$ cat src/pcsia_pkg.sv
`default_nettype none
package pcsia_pkg;
	localparam int PC_W = 10;
	localparam int STK_W = 12;
	localparam int DATA_W = 8;
	localparam int ADDR_W = 5;
	localparam int PAGE_BIT = 9;
	localparam int BIT8 = 8;
	localparam int STATUS_PAGE_POS = 5;
	localparam logic [PC_W-1:0] PC_RESET = 10'h3ff;
	localparam logic [ADDR_W-1:0] INDIRECT_PORT_ADDR = 5'h00;
	localparam logic [DATA_W-1:0] SELF_READ_VALUE = 8'h00;
	localparam logic [STK_W-1:0] STACK_RESET = 12'h000;
	localparam logic [DATA_W-1:0] ACC_RESET = 8'h00;
	localparam logic [DATA_W-1:0] POINTER_RESET = 8'h00;
	typedef enum logic [2:0] {
		PCSIA_OP_NONE,
		PCSIA_OP_JUMP,
		PCSIA_OP_CALL,
		PCSIA_OP_LOW_WRITE,
		PCSIA_OP_LITERAL_RETURN
	} pcsia_op_t;
endpackage
`default_nettype wire

$ cat src/pcsia_stack_if.sv
`default_nettype none
interface pcsia_stack_if;
	logic push;
	logic pop;
	logic [pcsia_pkg::STK_W-1:0] push_value;
	logic [pcsia_pkg::STK_W-1:0] top;
	modport core (output push, output pop, output push_value, input top);
	modport stack (input push, input pop, input push_value, output top);
endinterface
`default_nettype wire

$ cat src/pcsia_core.sv
// Contract
// RULE1 - counter advances by one each cycle unless instruction loads it
// RULE2 - jump loads counter bits 8:0 from instruction address field
// RULE3 - jump takes counter bit 9 from page preselect bit
// RULE4 - low byte register reads and writes counter bits 7:0
// RULE5 - call or low-byte write loads bits 7:0, clears bit 8
// RULE6 - move, add or bit set to low byte acts as computed jump
// RULE7 - reset sets counter to all ones
// RULE8 - after reset location, counter wraps to zero
// RULE9 - reset clears page preselect bit
// RULE10 - return stack two entries of twelve bits
// RULE11 - call copies level one to two, pushes counter plus one
// RULE12 - deeper nesting keeps only two newest returns, no indication
// RULE13 - literal return loads counter from level one, level two to one
// RULE14 - literal return loads accumulator with instruction literal
// RULE15 - repeated returns reuse last level two address
// RULE16 - no stack overflow or underflow flag
// RULE17 - indirect data port redirects to register addressed by pointer
// RULE18 - indirect read with pointer zero returns zero
// RULE19 - indirect write to itself changes no register
// RULE20 - pointer bits 4:0 select location 00h to 1Fh
// RULE21 - page preselect chooses page 0 or page 1 of 512
// RULE22 - calls and computed jumps also take bit 9 from page bit
`default_nettype none
module pcsia_core (
	input wire logic I_SYS_CLK,
	input wire logic I_SRST,
	input wire logic I_CYCLE_EN,
	input wire pcsia_pkg::pcsia_op_t I_OP,
	input wire logic [8:0] I_OPERAND,
	input wire logic [pcsia_pkg::DATA_W-1:0] I_LOW_BYTE_DATA,
	input wire logic I_PAGE_WRITE,
	input wire logic I_PAGE_VALUE,
	input wire logic I_POINTER_WRITE,
	input wire logic [pcsia_pkg::DATA_W-1:0] I_POINTER_DATA,
	input wire logic I_IND_READ,
	input wire logic I_IND_WRITE,
	input wire logic [pcsia_pkg::DATA_W-1:0] I_IND_WDATA,
	input wire logic [pcsia_pkg::DATA_W-1:0] I_FILE_RDATA,
	output logic [pcsia_pkg::PC_W-1:0] O_PC,
	output logic [pcsia_pkg::DATA_W-1:0] O_PROGRAM_COUNTER_LOW_BYTE,
	output logic O_PAGE_PRESELECT_BIT,
	output logic [pcsia_pkg::DATA_W-1:0] O_ACC,
	output logic O_ACC_LOAD,
	output logic [pcsia_pkg::DATA_W-1:0] O_INDIRECT_POINTER,
	output logic [pcsia_pkg::ADDR_W-1:0] O_FILE_ADDR,
	output logic O_FILE_WE,
	output logic [pcsia_pkg::DATA_W-1:0] O_FILE_WDATA,
	output logic [pcsia_pkg::DATA_W-1:0] O_IND_RDATA
);
	logic [pcsia_pkg::PC_W-1:0] pc_ff;
	logic [pcsia_pkg::PC_W-1:0] nxt_pc;
	logic page_ff;
	logic [pcsia_pkg::DATA_W-1:0] pointer_ff;
	logic [pcsia_pkg::DATA_W-1:0] acc_ff;
	logic acc_load_ff;
	logic [pcsia_pkg::ADDR_W-1:0] file_addr_ff;
	logic file_we_ff;
	logic [pcsia_pkg::DATA_W-1:0] file_wdata_ff;
	logic [pcsia_pkg::DATA_W-1:0] ind_rdata_ff;
	logic [pcsia_pkg::ADDR_W-1:0] ind_addr;
	logic ind_self;
	logic [pcsia_pkg::PC_W-1:0] pc_plus1;
	pcsia_stack_if stk ();

	pcsia_stack u_stack (
		.i_clk(I_SYS_CLK),
		.i_srst(I_SRST),
		.s(stk.stack)
	);

	// ----------------------------------------
	// counter next value
	// ----------------------------------------
	// natural wrap of 3ffh+1 gives 000h [RULE8]
	assign pc_plus1 = pc_ff + 10'h001;

	always_comb begin
		nxt_pc = pc_plus1; // [RULE1]
		case (I_OP)
			pcsia_pkg::PCSIA_OP_JUMP: begin
				nxt_pc = {page_ff, I_OPERAND}; // [RULE2] [RULE3] [RULE21]
			end
			pcsia_pkg::PCSIA_OP_CALL: begin
				nxt_pc = {page_ff, 1'b0, I_OPERAND[7:0]}; // [RULE5] [RULE22]
			end
			pcsia_pkg::PCSIA_OP_LOW_WRITE: begin
				// computed jump; limited to first 256 words of a page
				nxt_pc = {page_ff, 1'b0, I_LOW_BYTE_DATA}; // [RULE4] [RULE5] [RULE6] [RULE22]
			end
			pcsia_pkg::PCSIA_OP_LITERAL_RETURN: begin
				nxt_pc = stk.top[pcsia_pkg::PC_W-1:0]; // [RULE13]
			end
			default: begin
				nxt_pc = pc_plus1;
			end
		endcase
	end

	// ----------------------------------------
	// stack control
	// ----------------------------------------
	assign stk.push = I_CYCLE_EN && (I_OP == pcsia_pkg::PCSIA_OP_CALL); // [RULE11]
	assign stk.pop = I_CYCLE_EN && (I_OP == pcsia_pkg::PCSIA_OP_LITERAL_RETURN); // [RULE13]
	assign stk.push_value = {2'b00, pc_plus1}; // [RULE11]

	always_ff @(posedge I_SYS_CLK) begin
		if (I_SRST) begin
			pc_ff <= pcsia_pkg::PC_RESET; // [RULE7]
		end else if (I_CYCLE_EN) begin
			pc_ff <= nxt_pc;
		end
	end

	always_ff @(posedge I_SYS_CLK) begin
		if (I_SRST) begin
			page_ff <= 1'b0; // [RULE9]
		end else if (I_CYCLE_EN && I_PAGE_WRITE) begin
			page_ff <= I_PAGE_VALUE;
		end
	end

	// ----------------------------------------
	// literal return accumulator
	// ----------------------------------------
	always_ff @(posedge I_SYS_CLK) begin
		if (I_SRST) begin
			acc_ff <= pcsia_pkg::ACC_RESET;
			acc_load_ff <= 1'b0;
		end else begin
			acc_load_ff <= stk.pop;
			if (stk.pop) begin
				acc_ff <= I_OPERAND[7:0]; // [RULE14]
			end
		end
	end

	// ----------------------------------------
	// indirect addressing
	// ----------------------------------------
	assign ind_addr = pointer_ff[pcsia_pkg::ADDR_W-1:0]; // [RULE20]
	assign ind_self = (ind_addr == pcsia_pkg::INDIRECT_PORT_ADDR);

	always_ff @(posedge I_SYS_CLK) begin
		if (I_SRST) begin
			pointer_ff <= pcsia_pkg::POINTER_RESET;
		end else if (I_CYCLE_EN && I_POINTER_WRITE) begin
			pointer_ff <= I_POINTER_DATA;
		end
	end

	// port holds nothing; all traffic except with pointer bits 4:0 at 00h goes to the file [RULE17]
	always_ff @(posedge I_SYS_CLK) begin
		if (I_SRST) begin
			file_addr_ff <= {pcsia_pkg::ADDR_W{1'b0}};
			file_we_ff <= 1'b0;
			file_wdata_ff <= {pcsia_pkg::DATA_W{1'b0}};
		end else begin
			file_addr_ff <= ind_addr; // [RULE17]
			file_we_ff <= I_CYCLE_EN && I_IND_WRITE && !ind_self; // [RULE19]
			file_wdata_ff <= I_IND_WDATA;
		end
	end

	// read data from same-clock file, registered one cycle later
	always_ff @(posedge I_SYS_CLK) begin
		if (I_SRST) begin
			ind_rdata_ff <= pcsia_pkg::SELF_READ_VALUE;
		end else if (I_IND_READ) begin
			ind_rdata_ff <= ind_self ? pcsia_pkg::SELF_READ_VALUE : I_FILE_RDATA; // [RULE18] [RULE17]
		end
	end

	assign O_PC = pc_ff;
	assign O_PROGRAM_COUNTER_LOW_BYTE = pc_ff[7:0]; // [RULE4]
	assign O_PAGE_PRESELECT_BIT = page_ff;
	assign O_ACC = acc_ff;
	assign O_ACC_LOAD = acc_load_ff;
	assign O_INDIRECT_POINTER = pointer_ff;
	assign O_FILE_ADDR = file_addr_ff;
	assign O_FILE_WE = file_we_ff;
	assign O_FILE_WDATA = file_wdata_ff;
	assign O_IND_RDATA = ind_rdata_ff;
endmodule
`default_nettype wire

$ cat src/pcsia_stack.sv
`default_nettype none
module pcsia_stack (
	input wire logic i_clk,
	input wire logic i_srst,
	pcsia_stack_if.stack s
);
	logic [pcsia_pkg::STK_W-1:0] level1_ff;
	logic [pcsia_pkg::STK_W-1:0] level2_ff;
	// ----------------------------------------
	// two-level stack
	// ----------------------------------------
	// no depth counter: overflow silently drops level two [RULE12] [RULE16]
	always_ff @(posedge i_clk) begin
		if (i_srst) begin
			level1_ff <= pcsia_pkg::STACK_RESET;
			level2_ff <= pcsia_pkg::STACK_RESET;
		end else if (s.push) begin
			level2_ff <= level1_ff; // [RULE11] [RULE10]
			level1_ff <= s.push_value; // [RULE11]
		end else if (s.pop) begin
			level1_ff <= level2_ff; // level two kept, so underflow repeats it [RULE13] [RULE15]
		end
	end
	assign s.top = level1_ff;
endmodule
`default_nettype wire

$ cat config.mk
export PLATFORM = sky130hd
export DESIGN_NAME = pcsia_core
export DESIGN_NICKNAME = d
export VERILOG_FILES = /design/src/pcsia_pkg.sv /design/src/pcsia_stack_if.sv /design/src/pcsia_core.sv /design/src/pcsia_stack.sv
export SDC_FILE = /design/constraint.sdc
export NUM_CORES = 1
export LEC_CHECK = 0
export ABC_AREA = 1
export BUFFER_PORTS_ARGS = -buffer_cell sky130_fd_sc_hd__buf_2
export CAP_MARGIN = 25
export CORE_MARGIN = 3
export CORE_UTILIZATION = 49
export DETAILED_ROUTE_END_ITERATION = 8
export PLACE_DENSITY = 0.9
export SLEW_MARGIN = 0
export SYNTH_ARGS = -nofsm -noshare
export SYNTH_HDL_FRONTEND = slang
export SYNTH_SLANG_ARGS = --single-unit
export TNS_END_PERCENT = 5
$ cat constraint.sdc
create_clock -name I_SYS_CLK -period 1.55 [get_ports I_SYS_CLK]
set_input_delay 0.31 -clock I_SYS_CLK [delete_from_list [all_inputs] [get_ports I_SYS_CLK]]
set_output_delay 0.31 -clock I_SYS_CLK [all_outputs]
set_load 0.05 [all_outputs]
# After elaboration in Yosys (flattened, before gate mapping)
# Index checks and enable logic that the tools add are counted.
# totals
in_bits,52
elab_cells,31
reg_bits,74
output_inout_bits,58
# classes
addsub,1
n_eq_ne,4
reduce_logical,10
muxes,4
# op_table
operator,count
$pmux W10 S4,1
$mux W10,2
$add A10 B1 Y10 const B,1
$mux W8,1
$eq A3 B2 Y1 const B,2
$logic_and A1 B1 Y1,6
$logic_not A5 Y1,1
$eq A3 B1 Y1 const B,1
$eq A3 B3 Y1 const B,1
$reduce_bool A2 Y1,1
$reduce_or A2 Y1,1
$logic_not A1 Y1,1

# Longest topological paths before layout
# Gate-level depths: netlist of run 1.
# depth
ltp_word,4
ltp_mapped,10
ltp_nobuf,9

# Modules after synthesis
# A second synthesis of run 1 with hierarchy kept.
# hier_totals
hier_cells,466
area_unflattened_um2,3329.4
# by_module_without_submodules
module,seq_area_each_um2,instances,area_per_inst_um2,cells_per_inst
pcsia_core,1001.0,1,2312.2,322
pcsia_stack,480.5,1,1017.2,144

# Worst setup path before layout of run 1
# OpenSTA, ideal clock, no wires.
# synth_timing
path_type,reg-to-reg
from,"register pc_ff, in the netlist O_PC[0]"
to,"register u_stack.level1_ff, in the netlist u_stack.s.top[8]"
setup_time_ns,0.128
t_required_ns,1.422
period_less_slack_ns,1.680
slack_ns,-0.130
path_buffers,0
path_stages_with_launch,9
t_arrival_ns,1.552
cell_sequence,dfxtp_1 ha_1 nand2_1 inv_1 nand4_1 nand2_1 nor2_1 nor2_1 nor2_1
# synth_between
elab_chain_len,2
# synth_rtl
element,line_no,text
"start, declared",pcsia_core.sv:51,logic [pcsia_pkg::PC_W-1:0] pc_ff;
"start signal, assigned",pcsia_core.sv:109,pc_ff <= pcsia_pkg::PC_RESET;
"start signal, assigned",pcsia_core.sv:111,pc_ff <= nxt_pc;
$add A10 B1 Y10,pcsia_core.sv:76,assign pc_plus1 = pc_ff + 10'h001;
$mux W10,pcsia_stack.sv:17,end else if (s.push) begin
"end signal, assigned",pcsia_stack.sv:15,level1_ff <= pcsia_pkg::STACK_RESET;
"end signal, assigned",pcsia_stack.sv:19,level1_ff <= s.push_value;
"end signal, assigned",pcsia_stack.sv:21,level1_ff <= level2_ff;
"end, declared",pcsia_stack.sv:7,logic [pcsia_pkg::STK_W-1:0] level1_ff;
# No other way between the ends.
# A chain may end at the register's enable or synchronous reset.

# Worst setup path in the final report of run 1
# layout_timing
from,"register pc_ff, in the netlist O_PC[2]"
to,output O_PROGRAM_COUNTER_LOW_BYTE[2] (netlist bit)
# layout_rtl
element,line_no,text
"end, declared",pcsia_core.sv:41,"output logic [pcsia_pkg::DATA_W-1:0] O_PROGRAM_COUNTER_LOW_BYTE,"
# No word-level cell between the ends.

==> flow_metrics.env, run 1 <==
export IMPL_drive_gt1_share_pct=27.4
export IMPL_hp_class="primary input to flop"
export IMPL_power_per_cell_area_nw_per_um2=1170
export IMPL_clk_pin_slew_ns=0.07
export IMPL_ant_nets=0
export IMPL_post_cts_buffers=0
export IMPL_nNetsFinal=606
export IMPL_finalSetupViolations=0
export IMPL_syn_area_um2=3100
export IMPL_crit_path_end_kind="output pin"
export IMPL_dpl_cell_count=617
export IMPL_post_drt_wl_per_cell_um=13.4
export IMPL_cts_buffers=9
export IMPL_maxCapViolCount=0
export IMPL_coreArea_um2=6030
export IMPL_track_usage_pct=23.9
export IMPL_dp_hpwl_mm=6.54
export IMPL_ys_ff_latch=70
export IMPL_die_area_um2=7310
export IMPL_clock_latency_ns=0.35
export IMPL_path_delay_family="flip-flops"
export IMPL_drt_wl_total_mm=8.46
export IMPL_rsz0062_at_grt="false"
export IMPL_post_cts_resized=0
export IMPL_yosys_cell_types_count=23
export IMPL_hold_buffers=0
export IMPL_p_leak_nw=1.99
export IMPL_grt_start_max_net_pins=27
export IMPL_finalHoldViolCount=0
export IMPL_yosysSeqAreaShare_pct=45.3
export IMPL_synth_fp_nets=498
export IMPL_fillers=549
export IMPL_fin_crit_ns=1.50
export IMPL_root_buffer="clkbuf_8"
export IMPL_timing_fmax_mhz=666
export IMPL_avgSynthCellArea_um2=6.96
export IMPL_dieWidth_um=85.5
export IMPL_grt_pass1_wl_mm=14.0
export IMPL_drt_pass1_iterations=7
export IMPL_arrival_ns=1.19
export IMPL_slowest_delay_ns=0.50
export IMPL_path_class="flop to output pin"
export IMPL_cts_tree="built"
export IMPL_vias=3229
export IMPL_n_antenna_cell=0
export IMPL_num_rows=28
export IMPL_grt_ovfl_total=0
export IMPL_initial_core_util_pct=51.4
export IMPL_syn_inst=445
export IMPL_tightest_slew_ns=0.371
export IMPL_setup_tns_ns=0
export IMPL_relSlewSlack_pct=75.2
export IMPL_grt_pass1_vias=3108
export IMPL_port_buffers=109
export IMPL_place_congestion=0.939
export IMPL_cp_max_fo=8
export IMPL_instances_no_fill=633
export IMPL_syn2layout_area_growth_pct=26.8
export IMPL_drtIter0Drc=234
export IMPL_via_per_inst=5.10
export IMPL_finalMaxSlewViolations=0
export IMPL_slowest_stage="dfxtp_1"
export IMPL_register_area_um2=1410
export IMPL_ir_drop_mv=0.819
export IMPL_drc=0
export IMPL_cp_cell_sequence="buf_2"
export IMPL_finalCritPeriodShare_pct=96.8
export IMPL_cts_sinks=70
export IMPL_multi_input_area_um2=1360
export IMPL_yosysWarnings=0
export IMPL_startpoint_type="flop"
export IMPL_clockBufferDepth=2
export IMPL_htreeDepth=3
export IMPL_fin_worst_skew_ns=0.0101
export IMPL_grt_antenna_before_repair=0
export IMPL_crit_required_ns=1.24
export IMPL_pin_count=110
export IMPL_path_buf_inv=1
export IMPL_status="finished, final reports clean"
export IMPL_die_y_um=85.5
## cell type report
cell class	instances	area share (%)
clock buffer	11	3.85
clock inverter	5	2.07
inverter	46	4.40
multi-input combinational	303	34.6
sequential	70	35.8
tap	75	2.39
timing repair buffer	123	16.9
## cells in the final DEF (no fill, tap or decap)
cell / instances
nor2_2: 2
clkinv_2: 1
dfxtp_2: 4
ha_1: 1
buf_2: 109
nand3_1: 44
clkinvlp_4: 1
a21oi_1: 40
clkbuf_8: 11
dfxtp_1: 66
clkinv_4: 1
nand2_1: 137
o21ai_2: 1
o21ai_0: 22
nor2_1: 39
nand3_4: 2
buf_4: 13
inv_2: 4
inv_1: 42
nor3_1: 3
o211ai_1: 1
buf_12: 1
a31oi_1: 3
nor2_4: 1
bufinv_16: 2
nand4_1: 5
a21boi_0: 2
## report_power, final
group          leakage (nW)  switching, mW  internal, mW
clock                 0.116          0.689         0.994
combinational          1.30          0.701         0.257
sequential            0.573         0.0750          1.89
total                  1.99           1.46          3.14
## through the flow
stage                     area (µm²)  utilization [%]  power, mW  hold WS (ns)  setup WS (ns)
after floorplan                 3100                -       2.70         0.417         0.0653
after global placement          3690             61.3       2.93         0.448          0.165
after detailed placement        3690             61.3       2.95         0.452         0.0995
after CTS                       3930             65.2       4.61         0.159         0.0673
after global routing            3930             65.2       4.80         0.163         0.0124
final                           3930             65.2       4.60         0.165         0.0495
## logic make-up (layout without fill, tap and decap cells)
logic type | Yosys count | in the layout | synth area share, %
compound gates | 69 | 69 | 11.6
simple gates | 233 | 233 | 31.8
flops | 70 | 70 | 45.3
fa+ha+maj | 1 | 1 | 0.404
buf+inv | 72 | 185 | 10.9
## state kept, by name, summed over array words and instances (netlist names)
signal	count
O_ACC	8
O_FILE_WDATA	8
u_stack.level2_ff	10
O_FILE_WE	1
O_INDIRECT_POINTER	8
O_FILE_ADDR	5
O_IND_RDATA	8
O_PAGE_PRESELECT_BIT	1
O_ACC_LOAD	1
u_stack.s.top	10
O_PC	10
## Yosys cell counts
cell	n	area (µm²)
a21boi_0	2	15.0
a21oi_1	40	200
a31oi_1	3	18.8
buf_1	2	7.51
buf_2	5	25.0
buf_4	8	60.1
buf_6	4	45.0
clkbuf_1	7	26.3
dfxtp_1	70	1400
ha_1	1	12.5
inv_1	43	161
inv_2	3	11.3
nand2_1	137	514
nand3_1	44	220
nand3_4	2	35.0
nand4_1	5	31.3
nor2_1	39	146
nor2_2	2	12.5
nor2_4	1	11.3
nor3_1	3	15.0
o211ai_1	1	7.51
o21ai_0	22	110
o21ai_2	1	8.76
## path summary, 6_finish.rpt
path | startpoint | end | slack [ns] | cells after the start
hold reg to reg | O_ACC[4] | O_ACC[4] | 0.46 | 2
setup reg to reg | O_PC[0] | u_stack.s.top[8] | 0.16 | 8
setup / recovery | O_PC[2] | O_PROGRAM_COUNTER_LOW_BYTE[2] | 0.05 | 1
hold / removal | I_IND_WDATA[1] | O_FILE_WDATA[1] | 0.16 | 3
## per-layer routing
layer | track usage [%] | share of wire [%] | wire [µm]
met5 | 0 | 0 | 0
met4 | 11.8 | 2.8 | 240
met3 | 4.23 | 7.1 | 603
met2 | 40.5 | 49 | 4110
met1 | 29.2 | 41 | 3500
No activity file was read; power rests on OpenSTA's default activity.
==> inputs of run 2 (changes only) <==
Settings changed: BUFFER_PORTS_ARGS -buffer_cell sky130_fd_sc_hd__buf_2 to -buffer_cell sky130_fd_sc_hd__clkbuf_2, CORE_ASPECT_RATIO from default to 0.7, RECOVER_POWER from default to 100.
==> run 2 against run 1 <==
Clock power fell by 7%. Global-route usage fell by 0.55 points. Hold slack got worse by 0.0050 ns. Flip-flop and latch count did not move. Register-to-register slack barely moved. Clock-buffer cell count rose by 1. Setup slack improved by 0.024 ns. Power fell by 2.5%. Critical path type unchanged. Largest power group unchanged.
==> flow_metrics.env, run 2 (same netlist as run 1, synthesis figures left out) <==
export IMPL_relSlewSlack_pct=36.3
export IMPL_reg2reg_from="O_PC[1]"
export IMPL_place_congestion=1.04
export IMPL_drt_wl_total_mm=8.42
export IMPL_final_common_cell="nand2_1"
export IMPL_drc=0
export IMPL_port_buffers=109
export IMPL_arrival_ns=1.17
export IMPL_num_rows=23
export IMPL_min_from="I_IND_WDATA[1]"
export IMPL_dieWidth_um=101
export IMPL_die_area_um2=7320
export IMPL_hold_buffers=0
export IMPL_vias=3199
export IMPL_grt_ovfl_total=0
export IMPL_clock_latency_ns=0.34
export IMPL_cts_sinks=70
export IMPL_fillers=551
export IMPL_finalHoldViolCount=0
export IMPL_root_buffer="clkbuf_8"
export IMPL_p_leak_nw=1.97
export IMPL_post_cts_resized=0
export IMPL_setup_tns_ns=0
export IMPL_htreeDepth=3
export IMPL_multi_input_area_um2=1350
export IMPL_grt_pass1_wl_mm=13.5
export IMPL_postLayoutCoreUtil_pct=65.5
export IMPL_maxCapViolCount=0
export IMPL_coreArea_um2=5930
export IMPL_track_usage_pct=23.4
export IMPL_drtIter0Drc=201
export IMPL_via_per_inst=5.05
export IMPL_mostFrequentLayoutCells="nand2_1, clkbuf_2, dfxtp_1"
export IMPL_fin_worst_skew_ns=0.0109
export IMPL_post_cts_buffers=0
export IMPL_cts_tree="built"
export IMPL_pin_count=110
export IMPL_initial_core_util_pct=52.2
export IMPL_timing_fmax_mhz=677
export IMPL_dp_hpwl_mm=6.40
export IMPL_hold_worst_slack_ns=0.160
export IMPL_rsz0062_at_grt="false"
export IMPL_crit_required_ns=1.24
export IMPL_clk_pin_slew_ns=0.07
export IMPL_whs_endpoint="O_FILE_WDATA[1]"
export IMPL_tightest_slew_ns=0.955
export IMPL_cts_buffers=9
export IMPL_cp_max_fo=7
export IMPL_startpoint_type="flop"
export IMPL_grt_pass1_vias=2798
export IMPL_finalMaxSlewViolations=0
export IMPL_post_drt_wl_per_cell_um=13.3
export IMPL_syn2layout_area_growth_pct=25.3
export IMPL_ir_drop_mv=0.627
export IMPL_n_antenna_cell=0
export IMPL_die_y_um=72.5
export IMPL_hp_class="primary input to flop"
export IMPL_nNetsFinal=607
export IMPL_ant_nets=0
export IMPL_rr_worst_depth=9
export IMPL_drive_gt1_share_pct=26.3
export IMPL_clockBufferDepth=2
export IMPL_grt_antenna_before_repair=0
export IMPL_register_area_um2=1410
export IMPL_path_class="flop to output pin"
export IMPL_min_path_cells=3
export IMPL_finalCritPeriodShare_pct=95.2
export IMPL_grt_start_max_net_pins=48
export IMPL_drt_pass1_iterations=5
export IMPL_finalSetupViolations=0
export IMPL_fin_crit_ns=1.48
export IMPL_place_area_um2=3690
export IMPL_stdcell_area_um2=3880
export IMPL_power_per_cell_area_nw_per_um2=1160
export IMPL_regToRegSetupSlack_ns=0.16
export IMPL_worstReg2RegEnd="u_stack.s.top[8]"
export IMPL_status="finished, final reports clean"
export IMPL_crit_path_end_kind="output pin"
==> run 2: routing by layer <==
layer  vias up  GRT usage, %  wire [µm]  share of wire [%]
met5         -             0          0                  0
met4         0          4.72         68               0.81
met3        14          5.96        789                9.4
met2       137          36.3       3670                 44
met1      1423          33.1       3900                 46
li1       1625             -          -                  -
==> run 2: worst max path at each step <==
stage	startpoint	end
final	O_PC[3]	O_PROGRAM_COUNTER_LOW_BYTE[3]
after global routing	O_PC[6]	O_PROGRAM_COUNTER_LOW_BYTE[6]
after CTS	O_PC[6]	O_PC[6]
after detailed placement	I_OP[0]	O_PC[5]
after global placement	I_OP[1]	u_stack.s.top[5]
after floorplan	O_PC[2]	O_PC[9]
==> run 2: report_power, final <==
part / total (mW) / switching, mW / internal, mW
Sequential: 1.95 / 0.0655 / 1.89
Combinational: 0.974 / 0.721 / 0.253
Clock: 1.56 / 0.680 / 0.881
==> run 2: final cells by class <==
type / count / area share, %
multi-input cells: 303 / 34.8
inverters: 46 / 4.45
repair buffers: 124 / 16.6
flip-flops and latches: 70 / 36.2
clock inverters: 4 / 1.35
clock buffers: 12 / 4.26
well taps: 75 / 2.42
==> run 2: through the flow <==
stage,std cells,total power [mW],worst slack (ns)
CTS,634,4.52,0.0543
floorplan,445,2.70,0.0653
finish,634,4.49,0.0737
global route,634,4.69,0.00212
detailed placement,618,2.96,0.000216
global placement,618,2.94,0.0666
==> run 2: worst max-delay path, stage by stage (launching register included) <==
cell      delay, ns
dfxtp_1        0.34
clkbuf_2       0.19
clkbuf_2       0.30
==> inputs of run 3 (changes only) <==
Settings changed: CORE_UTILIZATION 49 to 51, CTS_BUF_LIST from default to sky130_fd_sc_hd__clkbuf_4, PLACE_DENSITY 0.9 to 0.93.
==> run 3 against run 2 <==
Clock skew shrank 0.0027 ns. Clock power shrank 17%. Design area shrank 1.6%. Sequential power is essentially flat. Die area shrank 3.6%. Cell count shrank 0.16%. Flip-flop and latch count is the same. Setup slack lost 0.042 ns. Non-clock buffer count is the same. Register-to-register slack lost 0.05 ns.
==> flow_metrics.env, run 3 (same netlist as run 1, synthesis figures left out) <==
export IMPL_dieWidth_um=99.1
export IMPL_path_class="flop to output pin"
export IMPL_drc=0
export IMPL_ant_nets=0
export IMPL_htreeDepth=3
export IMPL_cts_tree="built"
export IMPL_ir_drop_mv=0.543
export IMPL_cp_cell_sequence="clkbuf_2"
export IMPL_hold_buffers=0
export IMPL_crit_required_ns=1.24
export IMPL_dpl_cell_count=618
export IMPL_rsz0062_at_grt="true"
export IMPL_grt_pass1_wl_mm=13.9
export IMPL_finalCritPeriodShare_pct=97.9
export IMPL_finalHoldViolCount=0
export IMPL_drt_wl_total_mm=8.65
export IMPL_die_y_um=71.2
export IMPL_syn2layout_area_growth_pct=23.4
export IMPL_clk_pin_slew_ns=0.11
export IMPL_path_delay_family="flip-flops"
export IMPL_hp_class="primary input to flop"
export IMPL_tightest_slew_ns=0.626
export IMPL_maxCapViolCount=0
export IMPL_fin_crit_ns=1.52
export IMPL_mostFrequentLayoutCells="nand2_1, clkbuf_2, dfxtp_1"
export IMPL_finalSetupViolations=0
export IMPL_place_congestion=0.956
export IMPL_crit_path_end_kind="output pin"
export IMPL_slowest_delay_ns=0.47
export IMPL_grt_ovfl_total=0
export IMPL_n_antenna_cell=0
export IMPL_num_rows=23
export IMPL_dp_hpwl_mm=6.69
export IMPL_fin_worst_skew_ns=0.00821
export IMPL_finalMaxSlewViolations=0
export IMPL_nNetsFinal=607
export IMPL_power_per_cell_area_nw_per_um2=1100
export IMPL_clock_latency_ns=0.41
export IMPL_relSlewSlack_pct=58.3
export IMPL_root_buffer="clkbuf_4"
export IMPL_clockBufferDepth=2
export IMPL_port_buffers=109
export IMPL_cp_max_fo=8
export IMPL_timing_fmax_mhz=659
export IMPL_post_cts_buffers=0
export IMPL_initial_core_util_pct=53.5
export IMPL_startpoint_type="flop"
export IMPL_post_drt_wl_per_cell_um=13.7
export IMPL_die_area_um2=7060
export IMPL_setup_tns_ns=0
export IMPL_status="finished, final reports clean"
export IMPL_path_buf_inv=1
export IMPL_track_usage_pct=24.6
export IMPL_cts_buffers=9
export IMPL_pin_count=110
export IMPL_place_ws_ns=0.0495
export IMPL_regToRegSetupSlack_ns=0.11
export IMPL_slowest_stage="dfxtp_1"
export IMPL_via_per_inst=5.14
export IMPL_p_leak_nw=1.95
export IMPL_vias=3254
export IMPL_grt_start_max_net_pins=31
export IMPL_worst_slack_ns=0.0320
export IMPL_p_total_mw=4.21
export IMPL_grt_pass1_vias=3055
export IMPL_arrival_ns=1.21
export IMPL_post_cts_resized=2
export IMPL_fillers=523
export IMPL_coreArea_um2=5780
export IMPL_drive_gt1_share_pct=26.5
export IMPL_drt_pass1_iterations=5
export IMPL_grt_antenna_before_repair=0
export IMPL_cts_sinks=70
export IMPL_drtIter0Drc=257
export IMPL_final_common_cell="nand2_1"
export IMPL_instances_no_fill=633
[run 3: cell count changes in the layout (fill, tap and decap cells not counted), sizes merged]
cell,delta
clkbuf,-5
buf,+2
clkinv,+2
bufinv,+1
inv,-1
[run 3: cell type report]
type / instances / area (µm²) / share of cell area [%]
Sequential cell: 70 / 1410 / 36.8
Clock inverter: 6 / 87.6 / 2.29
Clock buffer: 9 / 67.6 / 1.77
Inverter: 46 / 173 / 4.52
Timing Repair Buffer: 124 / 647 / 16.9
Multi-Input combinational cell: 303 / 1340 / 35.2
Tap cell: 75 / 93.8 / 2.46
[run 3: worst paths after layout]
kind,endpoint,from,depth (start not counted)
max,O_PC[2],O_PC[2],1
min,O_FILE_WDATA[3],I_IND_WDATA[3],3
max reg2reg,u_stack.s.top[8],O_PC[3],7
min reg2reg,O_ACC[1],O_ACC[1],2
[run 3: metrics by stage]
| step | hold WS [ns] | utilization (%) | instance area, µm² |
|---|---|---|---|
| 2_1_floorplan | 0.417 | - | 3100 |
| 3_3_place_gp | 0.450 | 63.8 | 3690 |
| 3_5_place_dp | 0.454 | 63.8 | 3690 |
| 4_1_cts | 0.0530 | 66.6 | 3850 |
| 5_1_grt | 0.0584 | 66.0 | 3820 |
| 6_report | 0.0750 | 66.0 | 3820 |
[run 3: power breakdown]
part,leakage [nW],internal [mW],switching [mW]
sequential,0.573,1.89,0.0757
clock,0.0857,0.645,0.644
combinational,1.30,0.250,0.710
total,1.95,2.78,1.43
[run 3: layer usage]
layer / share of wire, % / global-route usage (%)
met5: 0 / 0
met4: 0.95 / 5.61
met3: 12 / 7.49
met2: 45 / 39.4
met1: 42 / 32.8
